`config.mk`:
```
export PLATFORM = sky130hd
export DESIGN_NAME = ivop_unit
export DESIGN_NICKNAME = d
export VERILOG_FILES = /design/src/design/ivop_pkg.sv /design/src/design/ivop_unit.sv /design/src/design/ivop_stack_check.sv /design/src/design/ivop_arith_check.sv
export SDC_FILE = /design/constraint.sdc
export NUM_CORES = 1
export LEC_CHECK = 0
export BUFFER_PORTS_ARGS = -buffer_cell sky130_fd_sc_hd__buf_2
export CORE_AREA = 5 5 132 71
export DETAILED_ROUTE_END_ITERATION = 16
export DIE_AREA = 0 0 137 76
export HOLD_SLACK_MARGIN = 0.15
export PLACE_DENSITY_LB_ADDON = 0.05
export SLEW_MARGIN = 20
export SYNTH_ARGS = -nofsm -noshare
export SYNTH_HDL_FRONTEND = slang
export SYNTH_SLANG_ARGS = --single-unit
```
`constraint.sdc`:
```
create_clock -name pclk -period 2.7 [get_ports pclk]
set_input_delay 0.54 -clock pclk [delete_from_list [all_inputs] [get_ports pclk]]
set_output_delay 0.54 -clock pclk [all_outputs]
set_load 0.02 [all_outputs]
```
`src/design/ivop_pkg.sv`:
```
package ivop_pkg;

	// ----------------------------------------
	// Register map
	// ----------------------------------------
	localparam logic [31:0] ADDR_CTRL      = 32'h0000_0000;
	localparam logic [31:0] ADDR_STAT      = 32'h0000_0004;
	localparam logic [31:0] ADDR_TAG       = 32'h0000_0008;
	localparam logic [15:0] CTRL_RST       = 16'h0001;
	localparam logic [15:0] STAT_RST       = 16'h0000;
	localparam logic [15:0] CTRL_WMASK     = 16'h0001;
	localparam logic [15:0] STAT_WMASK     = 16'h47C1;

	// ----------------------------------------
	// Field positions
	// ----------------------------------------
	localparam int unsigned IM_BIT         = 0;
	localparam int unsigned IE_BIT         = 0;
	localparam int unsigned SF_BIT         = 6;
	localparam int unsigned ES_BIT         = 7;
	localparam int unsigned C0_BIT         = 8;
	localparam int unsigned C1_BIT         = 9;
	localparam int unsigned C2_BIT         = 10;
	localparam int unsigned C3_BIT         = 14;

	// ----------------------------------------
	// Tag codes and condition values
	// ----------------------------------------
	localparam logic [1:0]  TAG_VALID      = 2'h0;
	localparam logic [1:0]  TAG_ZERO       = 2'h1;
	localparam logic [1:0]  TAG_SPECIAL    = 2'h2;
	localparam logic [1:0]  TAG_EMPTY      = 2'h3;
	localparam logic [2:0]  UNORDERED_CC   = 3'h7;

	// ----------------------------------------
	// Types
	// ----------------------------------------
	typedef enum logic [4:0] {
		OP_OTHER = 5'h00, OP_LOAD = 5'h01, OP_STORE_FP = 5'h02, OP_ADD = 5'h03,
		OP_SUB = 5'h04, OP_MUL = 5'h05, OP_DIV = 5'h06, OP_PREM = 5'h07,
		OP_TRIG = 5'h08, OP_SQRT = 5'h09, OP_YLOG = 5'h0A, OP_YLOGP1 = 5'h0B,
		OP_BCD_ST = 5'h0C, OP_INT_ST = 5'h0D, OP_XCH = 5'h0E, OP_CMP = 5'h0F,
		OP_CMP_FLAGS = 5'h10, OP_UCMP = 5'h11
	} ivop_op_t;

	typedef enum logic [2:0] {
		CLS_FINITE = 3'h0, CLS_ZERO = 3'h1, CLS_INF = 3'h2,
		CLS_QNAN = 3'h3, CLS_SNAN = 3'h4, CLS_UNSUP = 3'h5
	} ivop_cls_t;

	typedef enum logic [2:0] {
		RES_NONE = 3'h0, RES_QNAN_INDEF = 3'h1, RES_QUIET_NAN = 3'h2,
		RES_INT_INDEF = 3'h3, RES_BCD_INDEF = 3'h4, RES_UNORDERED = 3'h5
	} ivop_res_t;

	typedef enum logic [1:0] {
		ST_IDLE = 2'b01,
		ST_EVAL = 2'b10
	} ivop_state_t;

endpackage

```
`src/design/ivop_unit.sv`:
```
// Local design decisions: the APB interface to the registers and the register addresses.
`timescale 1ns/1ps
module ivop_unit
	import ivop_pkg::*;
(
	input  logic        pclk,
	input  logic        presetn,
	input  logic        psel,
	input  logic        penable,
	input  logic        pwrite,
	input  logic [31:0] paddr,
	input  logic [31:0] pwdata,
	output logic [31:0] prdata_q,
	output logic        pready_q,
	output logic        pslverr_q,
	input  logic        op_valid,
	output logic        op_ready_q,
	input  ivop_op_t    op_code,
	input  logic [2:0]  src_a_idx,
	input  logic [2:0]  src_b_idx,
	input  logic [2:0]  dst_idx,
	input  logic        uses_a,
	input  logic        uses_b,
	input  logic        pushes,
	input  ivop_cls_t   a_cls,
	input  logic        a_sign,
	input  ivop_cls_t   b_cls,
	input  logic        b_sign,
	input  logic        below_neg_one,
	input  logic        range_ovf,
	input  logic [15:0] tag_word,
	output logic        done_q,
	output logic        invalid_q,
	output logic        stack_fault_exception_q,
	output logic        invalid_arith_exception_q,
	output logic        handler_req_q,
	output logic        commit_q,
	output ivop_res_t   result_sel_q,
	output logic        fill_a_q,
	output logic        fill_b_q,
	output logic        int_flag_we_q,
	output logic [2:0]  int_flags_q,
	output logic [15:0] status_word_q
);

	// ----------------------------------------
	// Declarations
	// ----------------------------------------
	ivop_state_t state_q;
	ivop_state_t state_d;
	logic [15:0] ctrl_q;
	logic [15:0] stat_d;
	ivop_op_t    op_q;
	ivop_cls_t   a_cls_q;
	ivop_cls_t   b_cls_q;
	logic        a_sign_q;
	logic        b_sign_q;
	logic        uses_a_q;
	logic        uses_b_q;
	logic        pushes_q;
	logic        below_q;
	logic        range_q;
	logic [1:0]  tag_a_q;
	logic [1:0]  tag_b_q;
	logic [1:0]  tag_dst_q;
	logic        take;
	logic        eval;
	logic        ovf;
	logic        unf;
	logic        sf_ev;
	logic        ar_inv;
	ivop_res_t   ar_res;
	logic        ar_clr_c2;
	logic        inv_ev;
	logic        masked;
	ivop_res_t   res_sel;
	logic        setup;
	logic        access;
	logic        mapped;
	logic        wr_ctrl;
	logic        wr_stat;

	function automatic ivop_res_t stack_res(input ivop_op_t op);
		case (op)
			OP_INT_ST:                     stack_res = RES_INT_INDEF;
			OP_BCD_ST:                     stack_res = RES_BCD_INDEF;
			OP_CMP, OP_CMP_FLAGS, OP_UCMP: stack_res = RES_UNORDERED;
			default:                       stack_res = RES_QNAN_INDEF;
		endcase
	endfunction

	// ----------------------------------------
	// APB slave
	// ----------------------------------------
	assign setup   = psel & ~penable;
	assign access  = psel & penable & pready_q;
	assign mapped  = (paddr == ADDR_CTRL) | (paddr == ADDR_STAT) | (paddr == ADDR_TAG);
	assign wr_ctrl = access & pwrite & (paddr == ADDR_CTRL) & ~pslverr_q;
	assign wr_stat = access & pwrite & (paddr == ADDR_STAT) & ~pslverr_q;

	always_ff @(posedge pclk or negedge presetn)
	begin
		if (!presetn)
		begin
			pready_q  <= 1'b0;
			pslverr_q <= 1'b0;
			prdata_q  <= 32'h0000_0000;
		end
		else if (setup)
		begin
			pready_q  <= 1'b1;
			pslverr_q <= ~mapped;
			if (paddr == ADDR_CTRL)
				prdata_q <= {16'h0000, ctrl_q};
			else if (paddr == ADDR_STAT)
				prdata_q <= {16'h0000, status_word_q};
			else if (paddr == ADDR_TAG)
				prdata_q <= {16'h0000, tag_word};
			else
				prdata_q <= 32'h0000_0000;
		end
		else
		begin
			pready_q  <= 1'b0;
			pslverr_q <= 1'b0;
		end
	end

	// ----------------------------------------
	// Control word
	// ----------------------------------------
	always_ff @(posedge pclk or negedge presetn)
	begin
		if (!presetn)
			ctrl_q <= CTRL_RST;
		else if (wr_ctrl)
			ctrl_q <= pwdata[15:0] & CTRL_WMASK;
	end

	assign masked = ctrl_q[IM_BIT];

	// ----------------------------------------
	// Request handshake and sequencing
	// ----------------------------------------
	assign take = op_valid & op_ready_q;
	assign eval = (state_q == ST_EVAL);

	always_comb
	begin
		case (state_q)
			ST_IDLE: state_d = take ? ST_EVAL : ST_IDLE;
			ST_EVAL: state_d = ST_IDLE;
			default: state_d = ST_IDLE;
		endcase
	end

	always_ff @(posedge pclk or negedge presetn)
	begin
		if (!presetn)
		begin
			state_q    <= ST_IDLE;
			op_ready_q <= 1'b1;
		end
		else
		begin
			state_q    <= state_d;
			op_ready_q <= (state_d == ST_IDLE);
		end
	end

	always_ff @(posedge pclk or negedge presetn)
	begin
		if (!presetn)
		begin
			op_q      <= OP_OTHER;
			a_cls_q   <= CLS_FINITE;
			b_cls_q   <= CLS_FINITE;
			a_sign_q  <= 1'b0;
			b_sign_q  <= 1'b0;
			uses_a_q  <= 1'b0;
			uses_b_q  <= 1'b0;
			pushes_q  <= 1'b0;
			below_q   <= 1'b0;
			range_q   <= 1'b0;
			tag_a_q   <= TAG_EMPTY;
			tag_b_q   <= TAG_EMPTY;
			tag_dst_q <= TAG_EMPTY;
		end
		else if (take)
		begin
			op_q      <= op_code;
			a_cls_q   <= a_cls;
			b_cls_q   <= b_cls;
			a_sign_q  <= a_sign;
			b_sign_q  <= b_sign;
			uses_a_q  <= uses_a;
			uses_b_q  <= uses_b;
			pushes_q  <= pushes;
			below_q   <= below_neg_one;
			range_q   <= range_ovf;
			tag_a_q   <= tag_word[{src_a_idx, 1'b0} +: 2];
			tag_b_q   <= tag_word[{src_b_idx, 1'b0} +: 2];
			tag_dst_q <= tag_word[{dst_idx, 1'b0} +: 2];
		end
	end

	// ----------------------------------------
	// Detection
	// ----------------------------------------
	ivop_stack_check u_stack (
		.uses_a    (uses_a_q),
		.uses_b    (uses_b_q),
		.pushes    (pushes_q),
		.tag_a     (tag_a_q),
		.tag_b     (tag_b_q),
		.tag_dst   (tag_dst_q),
		.overflow  (ovf),
		.underflow (unf)
	);

	ivop_arith_check u_arith (
		.op            (op_q),
		.a_cls         (a_cls_q),
		.a_sign        (a_sign_q),
		.b_cls         (b_cls_q),
		.b_sign        (b_sign_q),
		.below_neg_one (below_q),
		.range_ovf     (range_q),
		.invalid       (ar_inv),
		.result        (ar_res),
		.clr_c2        (ar_clr_c2)
	);

	assign sf_ev   = ovf | unf;
	assign inv_ev  = sf_ev | ar_inv;
	assign res_sel = sf_ev ? stack_res(op_q) : ar_res;

	// ----------------------------------------
	// Status word
	// ----------------------------------------
	always_comb
	begin
		stat_d = status_word_q;
		if (wr_stat)
			stat_d = pwdata[15:0] & STAT_WMASK;
		if (eval && inv_ev)
		begin
			stat_d[IE_BIT] = 1'b1;
			if (sf_ev)
			begin
				stat_d[SF_BIT] = 1'b1;
				stat_d[C1_BIT] = ovf;
			end
			if (!masked)
				stat_d[ES_BIT] = 1'b1;
			else
			begin
				if (res_sel == RES_UNORDERED && op_q != OP_CMP_FLAGS)
				begin
					stat_d[C0_BIT] = UNORDERED_CC[0];
					stat_d[C2_BIT] = UNORDERED_CC[1];
					stat_d[C3_BIT] = UNORDERED_CC[2];
				end
				if (!sf_ev && ar_clr_c2)
					stat_d[C2_BIT] = 1'b0;
			end
		end
	end

	always_ff @(posedge pclk or negedge presetn)
	begin
		if (!presetn)
			status_word_q <= STAT_RST;
		else
			status_word_q <= stat_d;
	end

	// ----------------------------------------
	// Response to the pipeline
	// ----------------------------------------
	always_ff @(posedge pclk or negedge presetn)
	begin
		if (!presetn)
		begin
			done_q                    <= 1'b0;
			invalid_q                 <= 1'b0;
			stack_fault_exception_q   <= 1'b0;
			invalid_arith_exception_q <= 1'b0;
			handler_req_q             <= 1'b0;
			commit_q                  <= 1'b0;
			result_sel_q              <= RES_NONE;
			fill_a_q                  <= 1'b0;
			fill_b_q                  <= 1'b0;
			int_flag_we_q             <= 1'b0;
			int_flags_q               <= 3'h0;
		end
		else
		begin
			done_q                    <= eval;
			invalid_q                 <= eval & inv_ev;
			stack_fault_exception_q   <= eval & sf_ev;
			invalid_arith_exception_q <= eval & ar_inv & ~sf_ev;
			handler_req_q             <= eval & inv_ev & ~masked;
			commit_q                  <= eval & ~(inv_ev & ~masked);
			result_sel_q              <= (eval & inv_ev & masked) ? res_sel : RES_NONE;
			fill_a_q                  <= eval & masked & (op_q == OP_XCH)
			                             & (tag_a_q == TAG_EMPTY);
			fill_b_q                  <= eval & masked & (op_q == OP_XCH)
			                             & (tag_b_q == TAG_EMPTY);
			int_flag_we_q             <= eval & inv_ev & masked
			                             & (op_q == OP_CMP_FLAGS);
			int_flags_q               <= (eval & inv_ev & masked & (op_q == OP_CMP_FLAGS))
			                             ? UNORDERED_CC : 3'h0;
		end
	end

	// ----------------------------------------
	// Assertions
	// ----------------------------------------
	property p_ie_set;
		@(posedge pclk) disable iff (!presetn)
		eval && inv_ev |=> status_word_q[IE_BIT] && invalid_q && done_q;
	endproperty
	a_ie_set: assert property (p_ie_set) else $error("invalid flag not set");

	property p_sf_set;
		@(posedge pclk) disable iff (!presetn)
		eval && sf_ev |=> status_word_q[SF_BIT] && stack_fault_exception_q;
	endproperty
	a_sf_set: assert property (p_sf_set) else $error("stack fault flag not set");

	property p_sf_kept;
		@(posedge pclk) disable iff (!presetn)
		eval && ar_inv && !sf_ev && status_word_q[SF_BIT] && !wr_stat
		|=> status_word_q[SF_BIT] && invalid_arith_exception_q;
	endproperty
	a_sf_kept: assert property (p_sf_kept) else $error("stack fault flag cleared");

	property p_dir_bit;
		@(posedge pclk) disable iff (!presetn)
		eval && sf_ev |=> status_word_q[C1_BIT] == $past(ovf);
	endproperty
	a_dir_bit: assert property (p_dir_bit) else $error("direction bit wrong");

	property p_unmasked;
		@(posedge pclk) disable iff (!presetn)
		eval && inv_ev && !masked
		|=> handler_req_q && !commit_q && status_word_q[ES_BIT] && result_sel_q == RES_NONE;
	endproperty
	a_unmasked: assert property (p_unmasked) else $error("unmasked response wrong");

	property p_masked;
		@(posedge pclk) disable iff (!presetn)
		eval && inv_ev && masked && !wr_stat && !status_word_q[ES_BIT]
		|=> !handler_req_q && commit_q && !status_word_q[ES_BIT] && result_sel_q != RES_NONE;
	endproperty
	a_masked: assert property (p_masked) else $error("masked response wrong");

	property p_unordered;
		@(posedge pclk) disable iff (!presetn)
		done_q && result_sel_q == RES_UNORDERED && !int_flag_we_q
		|-> status_word_q[C0_BIT] && status_word_q[C2_BIT] && status_word_q[C3_BIT];
	endproperty
	a_unordered: assert property (p_unordered) else $error("unordered codes not set");

	property p_overflow;
		@(posedge pclk) disable iff (!presetn)
		take && pushes && tag_word[{dst_idx, 1'b0} +: 2] != TAG_EMPTY
		|-> ##2 stack_fault_exception_q && status_word_q[C1_BIT];
	endproperty
	a_overflow: assert property (p_overflow) else $error("overflow missed");

	property p_underflow;
		@(posedge pclk) disable iff (!presetn)
		take && uses_a && !(pushes && tag_word[{dst_idx, 1'b0} +: 2] != TAG_EMPTY)
		&& tag_word[{src_a_idx, 1'b0} +: 2] == TAG_EMPTY
		|-> ##2 stack_fault_exception_q && !status_word_q[C1_BIT];
	endproperty
	a_underflow: assert property (p_underflow) else $error("underflow missed");

	property p_timing;
		@(posedge pclk) disable iff (!presetn)
		take |=> !op_ready_q ##1 done_q && op_ready_q;
	endproperty
	a_timing: assert property (p_timing) else $error("answer timing wrong");

endmodule

```
`src/design/ivop_stack_check.sv`:
```
`timescale 1ns/1ps
module ivop_stack_check
	import ivop_pkg::*;
(
	input  logic       uses_a,
	input  logic       uses_b,
	input  logic       pushes,
	input  logic [1:0] tag_a,
	input  logic [1:0] tag_b,
	input  logic [1:0] tag_dst,
	output logic       overflow,
	output logic       underflow
);

	// ----------------------------------------
	// Tag based stack fault detection
	// ----------------------------------------
	assign overflow  = pushes & (tag_dst != TAG_EMPTY);
	assign underflow = (uses_a & (tag_a == TAG_EMPTY)) | (uses_b & (tag_b == TAG_EMPTY));

endmodule

```
`src/design/ivop_arith_check.sv`:
```
`timescale 1ns/1ps
module ivop_arith_check
	import ivop_pkg::*;
(
	input  ivop_op_t  op,
	input  ivop_cls_t a_cls,
	input  logic      a_sign,
	input  ivop_cls_t b_cls,
	input  logic      b_sign,
	input  logic      below_neg_one,
	input  logic      range_ovf,
	output logic      invalid,
	output ivop_res_t result,
	output logic      clr_c2
);

	logic any_snan;
	logic any_qnan;
	logic any_unsup;
	logic a_inf;
	logic b_inf;
	logic a_zero;
	logic b_zero;
	logic a_neg;
	logic op_inv;

	assign any_snan  = (a_cls == CLS_SNAN) | (b_cls == CLS_SNAN);
	assign any_qnan  = (a_cls == CLS_QNAN) | (b_cls == CLS_QNAN);
	assign any_unsup = (a_cls == CLS_UNSUP) | (b_cls == CLS_UNSUP);
	assign a_inf     = (a_cls == CLS_INF);
	assign b_inf     = (b_cls == CLS_INF);
	assign a_zero    = (a_cls == CLS_ZERO);
	assign b_zero    = (b_cls == CLS_ZERO);
	assign a_neg     = a_sign & ((a_cls == CLS_FINITE) | a_inf);

	// ----------------------------------------
	// Operation specific invalid cases
	// ----------------------------------------
	always_comb
	begin
		case (op)
			OP_ADD:    op_inv = a_inf & b_inf & (a_sign != b_sign);
			OP_SUB:    op_inv = a_inf & b_inf & (a_sign == b_sign);
			OP_MUL:    op_inv = (a_inf & b_zero) | (a_zero & b_inf);
			OP_DIV:    op_inv = (a_inf & b_inf) | (a_zero & b_zero);
			OP_PREM:   op_inv = b_zero | a_inf;
			OP_TRIG:   op_inv = a_inf;
			OP_SQRT:   op_inv = a_neg;
			OP_YLOG:   op_inv = a_neg;
			OP_YLOGP1: op_inv = below_neg_one;
			default:   op_inv = 1'b0;
		endcase
	end

	// ----------------------------------------
	// Invalid decision and masked default
	// ----------------------------------------
	always_comb
	begin
		invalid = 1'b0;
		result  = RES_NONE;
		clr_c2  = 1'b0;
		case (op)
			OP_INT_ST:
			begin
				invalid = any_snan | any_qnan | (a_inf | b_inf) | any_unsup | range_ovf;
				result  = RES_INT_INDEF;
			end
			OP_BCD_ST:
			begin
				invalid = any_snan | any_qnan | (a_inf | b_inf) | any_unsup | range_ovf;
				result  = RES_BCD_INDEF;
			end
			OP_CMP, OP_CMP_FLAGS:
			begin
				invalid = any_snan | any_qnan | any_unsup;
				result  = RES_UNORDERED;
			end
			OP_UCMP:
			begin
				invalid = any_snan | any_unsup;
				result  = RES_UNORDERED;
			end
			OP_XCH, OP_OTHER:
			begin
				invalid = 1'b0;
			end
			default:
			begin
				if (any_unsup)
				begin
					invalid = 1'b1;
					result  = RES_QNAN_INDEF;
				end
				else if (any_snan)
				begin
					invalid = 1'b1;
					result  = RES_QUIET_NAN;
				end
				else if (op_inv)
				begin
					invalid = 1'b1;
					result  = RES_QNAN_INDEF;
					clr_c2  = (op == OP_PREM) | (op == OP_TRIG);
				end
			end
		endcase
	end

endmodule

```
==> After elaboration in Yosys (flattened, before gate mapping) <==
Index checks and enable logic that the tools add are counted.
{ "op_classes": {"n_eq_ne": 37, "shifts": 3, "n_mux": 38, "bitwise": 58, "n_reduce_logical": 14} }
{ "ops": {"columns": ["op", "count"], "rows": [
  ["32-bit 2-to-1 mux", 2],
  ["16-bit by 5-bit variable part select with 2-bit output", 3],
  ["5-bit by 4-bit == test with 1-bit output, second input constant", 8],
  ["1-bit AND", 32],
  ["32-bit by 3-bit == test with 1-bit output, second input constant", 1],
  ["32-bit by 4-bit == test with 1-bit output, second input constant", 1],
  ["32-bit logical NOT", 1],
  ["1-bit 2-to-1 mux", 22],
  ["5-bit by 3-bit == test with 1-bit output, second input constant", 4],
  ["1-bit OR", 20],
  ["16-bit 2-to-1 mux", 1],
  ["3-bit == test, second input constant", 5],
  ["15-bit 2-to-1 mux", 1],
  ["3-bit 2-to-1 mux", 5],
  ["3-bit by 2-bit == test with 1-bit output, second input constant", 4],
  ["3-bit case mux with 4 select lines", 1],
  ["5-bit == test, second input constant", 2],
  ["3-bit case mux with 3 select lines", 1],
  ["1-bit case mux with 8 select lines", 1],
  ["2-bit OR reduction", 4],
  ["7-bit OR reduction", 1],
  ["2-bit == test, second input constant", 3],
  ["3-bit by 1-bit == test with 1-bit output, second input constant", 2],
  ["1-bit NOT", 6],
  ["15 further kinds", 19]
]} }
{ "totals": {"register_bits": 84, "inputBits": 113, "output_inout_bits": 66, "wordCells": 182} }

==> Depth between registers and ports, before layout <==
{ "depth": {"depth_word": 15, "mapped_depth": 9, "mapped_depth_nobuf": 7} }

==> Cells and area by module <==
Synthesis repeated with hierarchy kept, for this count alone.
{ "hier_totals": {"cells_unflattened": 350, "hier_area_um2": 3693.5} }
{ "by_module_without_submodules": {"columns": ["module", "instances", "cells_per_inst", "area_per_inst_um2", "seq_area_each_um2"], "rows": [
  ["ivop_unit", 1, 262, 3123.0, 1611.5],
  ["ivop_arith_check", 1, 84, 545.5, 0.0],
  ["ivop_stack_check", 1, 4, 25.0, 0.0]
]} }

==> Least setup slack after synthesis <==
No wires, ideal clock.
{ "synth_path": {"path_kind": "input -> register", "start": "in paddr[26]", "end": "reg status_word_q[10]", "setup_ns": 0.075, "t_arrival_ns": 1.964, "required_ns": 2.625, "slack_ns": 0.661, "cell_stages": 7, "path_buffers": 0, "cell_sequence": "nor4_1 nand2_1 nor4_4 nand3_2 mux2i_1 a41o_1 o21ai_2"} }
{ "synth_via": {"elab_chain_len": 8} }
{ "synth_lines": {"columns": ["item", "line_no", "text"], "rows": [
  ["start, declared", "ivop_unit.sv:11", "input logic [31:0] paddr,"],
  ["32-bit by 3-bit == test with 1-bit output (*)", "ivop_unit.sv:99", "assign wr_stat = access & pwrite & (paddr == ADDR_STAT) & ~pslverr_q;"],
  ["1-bit AND (*) (2 in series)", "ivop_unit.sv:99", null],
  ["15-bit 2-to-1 mux (*)", "ivop_unit.sv:244", "if (wr_stat)"],
  ["1-bit 2-to-1 mux", "ivop_unit.sv:258", "if (res_sel == RES_UNORDERED && op_q != OP_CMP_FLAGS)"],
  ["1-bit 2-to-1 mux", "ivop_unit.sv:264", "if (!sf_ev && ar_clr_c2)"],
  ["1-bit 2-to-1 mux", "ivop_unit.sv:254", "if (!masked)"],
  ["5-bit 2-to-1 mux (*)", "ivop_unit.sv:246", "if (eval && inv_ev)"],
  ["net stat_d[10]", "ivop_unit.sv:52", "logic [15:0] stat_d;"],
  ["end signal, assigned", "ivop_unit.sv:275", "status_word_q <= stat_d;"],
  ["end, declared", "ivop_unit.sv:43", "output logic [15:0] status_word_q"]
]} }
The timed path passes the listed nets; every way through them passes the cells marked *. The select of a mux whose other input is x is not followed.
A chain may end at the register's enable or synchronous reset.

==> Worst setup path after layout <==
{ "layout_path": {"start": "reg op_q[0]", "end": "reg status_word_q[7]"} }
{ "layout_via": {"elab_chain_len": 10, "word_cells_on_any_way": 28, "cone_classes": "eq/ne (15); mux (6); bitwise (1); reduce/logical (6)"} }
{ "layout_lines": {"columns": ["item", "line_no", "text"], "rows": [
  ["start, declared", "ivop_unit.sv:53", "ivop_op_t op_q;"],
  ["start signal, assigned", "ivop_unit.sv:191", "op_q <= op_code;"],
  ["5-bit by 4-bit == test with 1-bit output", "ivop_arith_check.sv:41", "case (op)"],
  ["2-bit OR reduction (no source line)", null, null],
  ["1-bit case mux with 8 select lines", "ivop_arith_check.sv:41", null],
  ["1-bit 2-to-1 mux", "ivop_arith_check.sv:100", "else if (op_inv)"],
  ["1-bit 2-to-1 mux", "ivop_arith_check.sv:95", "else if (any_snan)"],
  ["1-bit 2-to-1 mux", "ivop_arith_check.sv:90", "if (any_unsup)"],
  ["1-bit case mux with 4 select lines (*)", "ivop_arith_check.sv:63", "case (op)"],
  ["1-bit OR (*)", "ivop_unit.sv:235", "assign inv_ev = sf_ev | ar_inv;"],
  ["1-bit logical AND (*)", "ivop_unit.sv:246", null],
  ["5-bit 2-to-1 mux (*)", "ivop_unit.sv:246", null],
  ["net stat_d[7]", "ivop_unit.sv:52", null]
]} }
The timed path passes the listed nets; every way through them passes the cells marked *.

==> reports/metrics.yaml <==
synthesis:
  synth.area.mux_share_pct: 17.1
  yosysMostFrequentCell: "dfrtp_1"
  synthesis.area_um2: 3730
  synth-simple-area-share_pct: 19.2
  synth_xor_area_share_pct: 0.705
  syn_inst: 362
  synth_cell_types: 56
  synth_compound_area_share_pct: 10.8
  synth-async-reset-ratio_pct: 100
  ys_seq_elements: 64
  yosysWarnings: 0
  yosys-top-cells-count: "dfrtp_1 (56), nand2_1 (48), buf_4 (29)"
  ys.flop_type: "dfrtp_1"
  avgSynthCellArea_um2: 10.3
  synth-edff-count: 0
  yosysSeqAreaShare_pct: 43.2
  yosysTopAreaCell: "dfrtp_1"
  yosysTopAreaCellShare_pct: 37.6
  synth_area_leaders: "dfrtp_1 (38%), mux4_2 (7.3%), mux2_2 (6.3%)"
  synth_fa_ha_area_share_pct: 0
  synth_top_family_by_area: "simple AND/OR/NAND/NOR gates"
timing:
  finalCritPeriodShare_pct: 87.0
  tightest_slew_ns: 0.875
  slew_headroom_pct: 41.5
  fin_crit_ns: 2.35
  finalHoldViolCount: 0
  rsz0062_at_grt: "no"
  fmax_ghz: 0.426
  setup_violations: 0
  setup_tns_ns: 0
  fin_worst_skew_ns: 0.00700
  whs_ns: 0.219
  drv_slew: 0
worst_setup_path:
  end_kind: "register"
  reg2reg_slack_ns: 0.35
  cp_data_arrival_time_ns: 2.55
  start_kind: "register"
  r2r_cells: 8
  cp_num_buf_inv: 1
  criticalPathCategory: "reg -> reg"
  rr_startpoint: "op_q[0]$_DFFE_PN0P_"
  path_cells: "nor2_1 > nand3_1 > xnor2_1 > a311oi_1 > a21boi_2 > nor2_2 > buf_4 > o31ai_1"
  critical_path.top_delay_family: "compound AO/OA/AOI/OAI gates"
  cp_slowest_cell: "dfrtp_1"
  slowest_delay_ns: 0.50
  reg2reg_to: "status_word_q[7]$_DFF_PN0_"
  critPathRequiredTime_ns: 2.90
  path_max_fanout: 12
place:
  dp_hpwl_mm: 7.99
  globalplace.congestion: 0.850
  portBuffers: 128
pwr:
  p_switching_mw: 0.822
  switching_share_pct: 29.1
  ir_drop_v: 0.000365
  power.internal_mw: 2.00
  power_frac_seq_pct: 41.1
  comb_power_share_pct: 21.6
  powerDensity_nw_per_um2: 605
  power.leakage_nw: 2.23
  pwr-share-clk_pct: 37.3
floorplanning:
  die_x_um: 137
  initial_core_util_pct: 45.1
  dieArea_um2: 10400
  rows: 24
  io_pins: 179
  die_y_um: 76
  core_um2: 8260
finish:
  num_antenna_cells: 0
  fill_cells: 772
  area_delta_synth_final_pct: 25.0
  drive_gt1_share_pct: 41.0
  final_nets: 601
route:
  routedWlPerCell_um: 16.7
  drc: 0
  viasPerCell: 5.20
  drt-total-wl_mm: 10.2
  via_count: 3174
  drtPass1Iterations: 5
  ant_nets: 0
  drtIter0Drc: 191
grt:
  grt.overflow.total: 0
  first_global_vias: 3179
  grt_pass1_wl_mm: 16.5
  antenna_found_initial: 0
  track_usage_pct: 20.1
  grt_max_degree: 65
clock_network:
  clk_latency_ns: 0.32
  postCtsHoldBufs: 0
  numCtsBuffers: 9
  cts_tree: "yes"
  ctsRootBufferMaster: "clkbuf_16"
  cts_resized: 0
  cts_setup_buffers: 0
  htreeDepth: 3
  clockBufferDepth: 2
  cts_num_sinks: 64
  path_clk_slew_ns: 0.05
job:
  drv_cap: 0
worst_hold_path:
  worstHoldPathType: "in -> async"
run_status:
  run_status: "finished clean"
[through the flow]
step	util [%]	instances	power, mW	cell area, um2	worst slack, ns
final	56.4	610	2.82	4660	0.351
after global routing	56.4	610	2.98	4660	0.148
after CTS	56.4	610	2.85	4660	0.346
after detailed placement	53.1	594	1.78	4390	0.286
after global placement	53.1	594	1.77	4390	0.381
after floorplan	-	386	1.58	3820	0.661
[registers in the layout, summed over array words and instances, names as in the netlist, 2 cells and up]
signal / flops
status_word_q: 7
a_cls_q: 3
tag_a_q: 2
tag_b_q: 2
result_sel_q: 3
tag_dst_q: 2
b_cls_q: 3
op_q: 5
prdata_q: 16
[logic make-up (layout without fill, tap and decap cells)]
group,count (synthesis),in the layout
AND/OR/NAND/NOR,131,131
other,1,25
multiplexers,46,46
AO/OA/AOI/OAI,64,64
XOR/XNOR,3,3
buffers and inverters,53,160
flip-flops,64,64
[how the worst max path moves through the flow]
stage | to | from | cells past startpoint | slack, ns
after global routing | result_sel_q[1]$_DFF_PN0_ | op_q[1]$_DFFE_PN0P_ | 9 | 0.15
after floorplan | status_word_q[10]$_DFF_PN0_ | paddr[26] | 7 | 0.66
final | status_word_q[7]$_DFF_PN0_ | op_q[0]$_DFFE_PN0P_ | 8 | 0.35
after global placement | status_word_q[10]$_DFF_PN0_ | paddr[25] | 8 | 0.38
after CTS | result_sel_q[1]$_DFF_PN0_ | op_q[1]$_DFFE_PN0P_ | 9 | 0.35
after detailed placement | status_word_q[10]$_DFF_PN0_ | paddr[0] | 8 | 0.29
[worst reg2reg max path: cells and delay by family, from the launching register on]
| family | cells | cell delay (ns) |
|---|---|---|
| and+or+nand+nor | 3 | 0.68 |
| AOI/OAI and AO/OA | 3 | 0.72 |
| DFF | 1 | 0.50 |
| buffers and inverters | 1 | 0.18 |
| xor gates and xnor gates | 1 | 0.16 |
[layer usage]
metal | GRT usage, % | share of wire (%) | up-vias
met2 | 29.3 | 44 | 149
met1 | 29.3 | 46 | 1506
met4 | 4.58 | 0.55 | 0
li1 | - | - | 1513
met3 | 6.40 | 10 | 6
met5 | 0 | 0 | -
[power by group through the flow]
| stage | logic, mW | registers [mW] | clock network, mW |
|---|---|---|---|
| after global placement | 0.597 | 1.17 | 0 |
| after floorplan | 0.441 | 1.14 | 0 |
| after global routing | 0.676 | 1.18 | 1.12 |
| after CTS | 0.609 | 1.16 | 1.08 |
| after detailed placement | 0.607 | 1.17 | 0 |
| final | 0.609 | 1.16 | 1.05 |
[cells in the final DEF (no fill, tap or decap), drive strengths merged, types with 5 or more instances in the layout]
cell type	Yosys	layout
a22oi	8	8
nor4	9	9
nand2b	6	6
dfrtp	56	56
conb	1	25
nand3b	5	5
buf	35	138
nor2b	5	5
nor3	8	8
mux2i	13	13
mux4	12	12
mux2	21	21
nand3	6	6
a21oi	5	5
nor2	17	17
o21ai	33	33
dfstp	8	8
nand2	48	48
a211oi	5	5
clkbuf	12	15
inv	6	6
[cell type report]
cell class	count	area, um2	share of cell area, %
sequential	64	1610	34.6
tap	117	146	3.14
timing repair buffer	138	728	15.6
inverter	6	22.5	0.483
clock inverter	1	5.00	0.107
multi-input combinational	269	1880	40.3
clock buffer	15	268	5.75
Note: power is estimated with default switching activity, not from simulation.
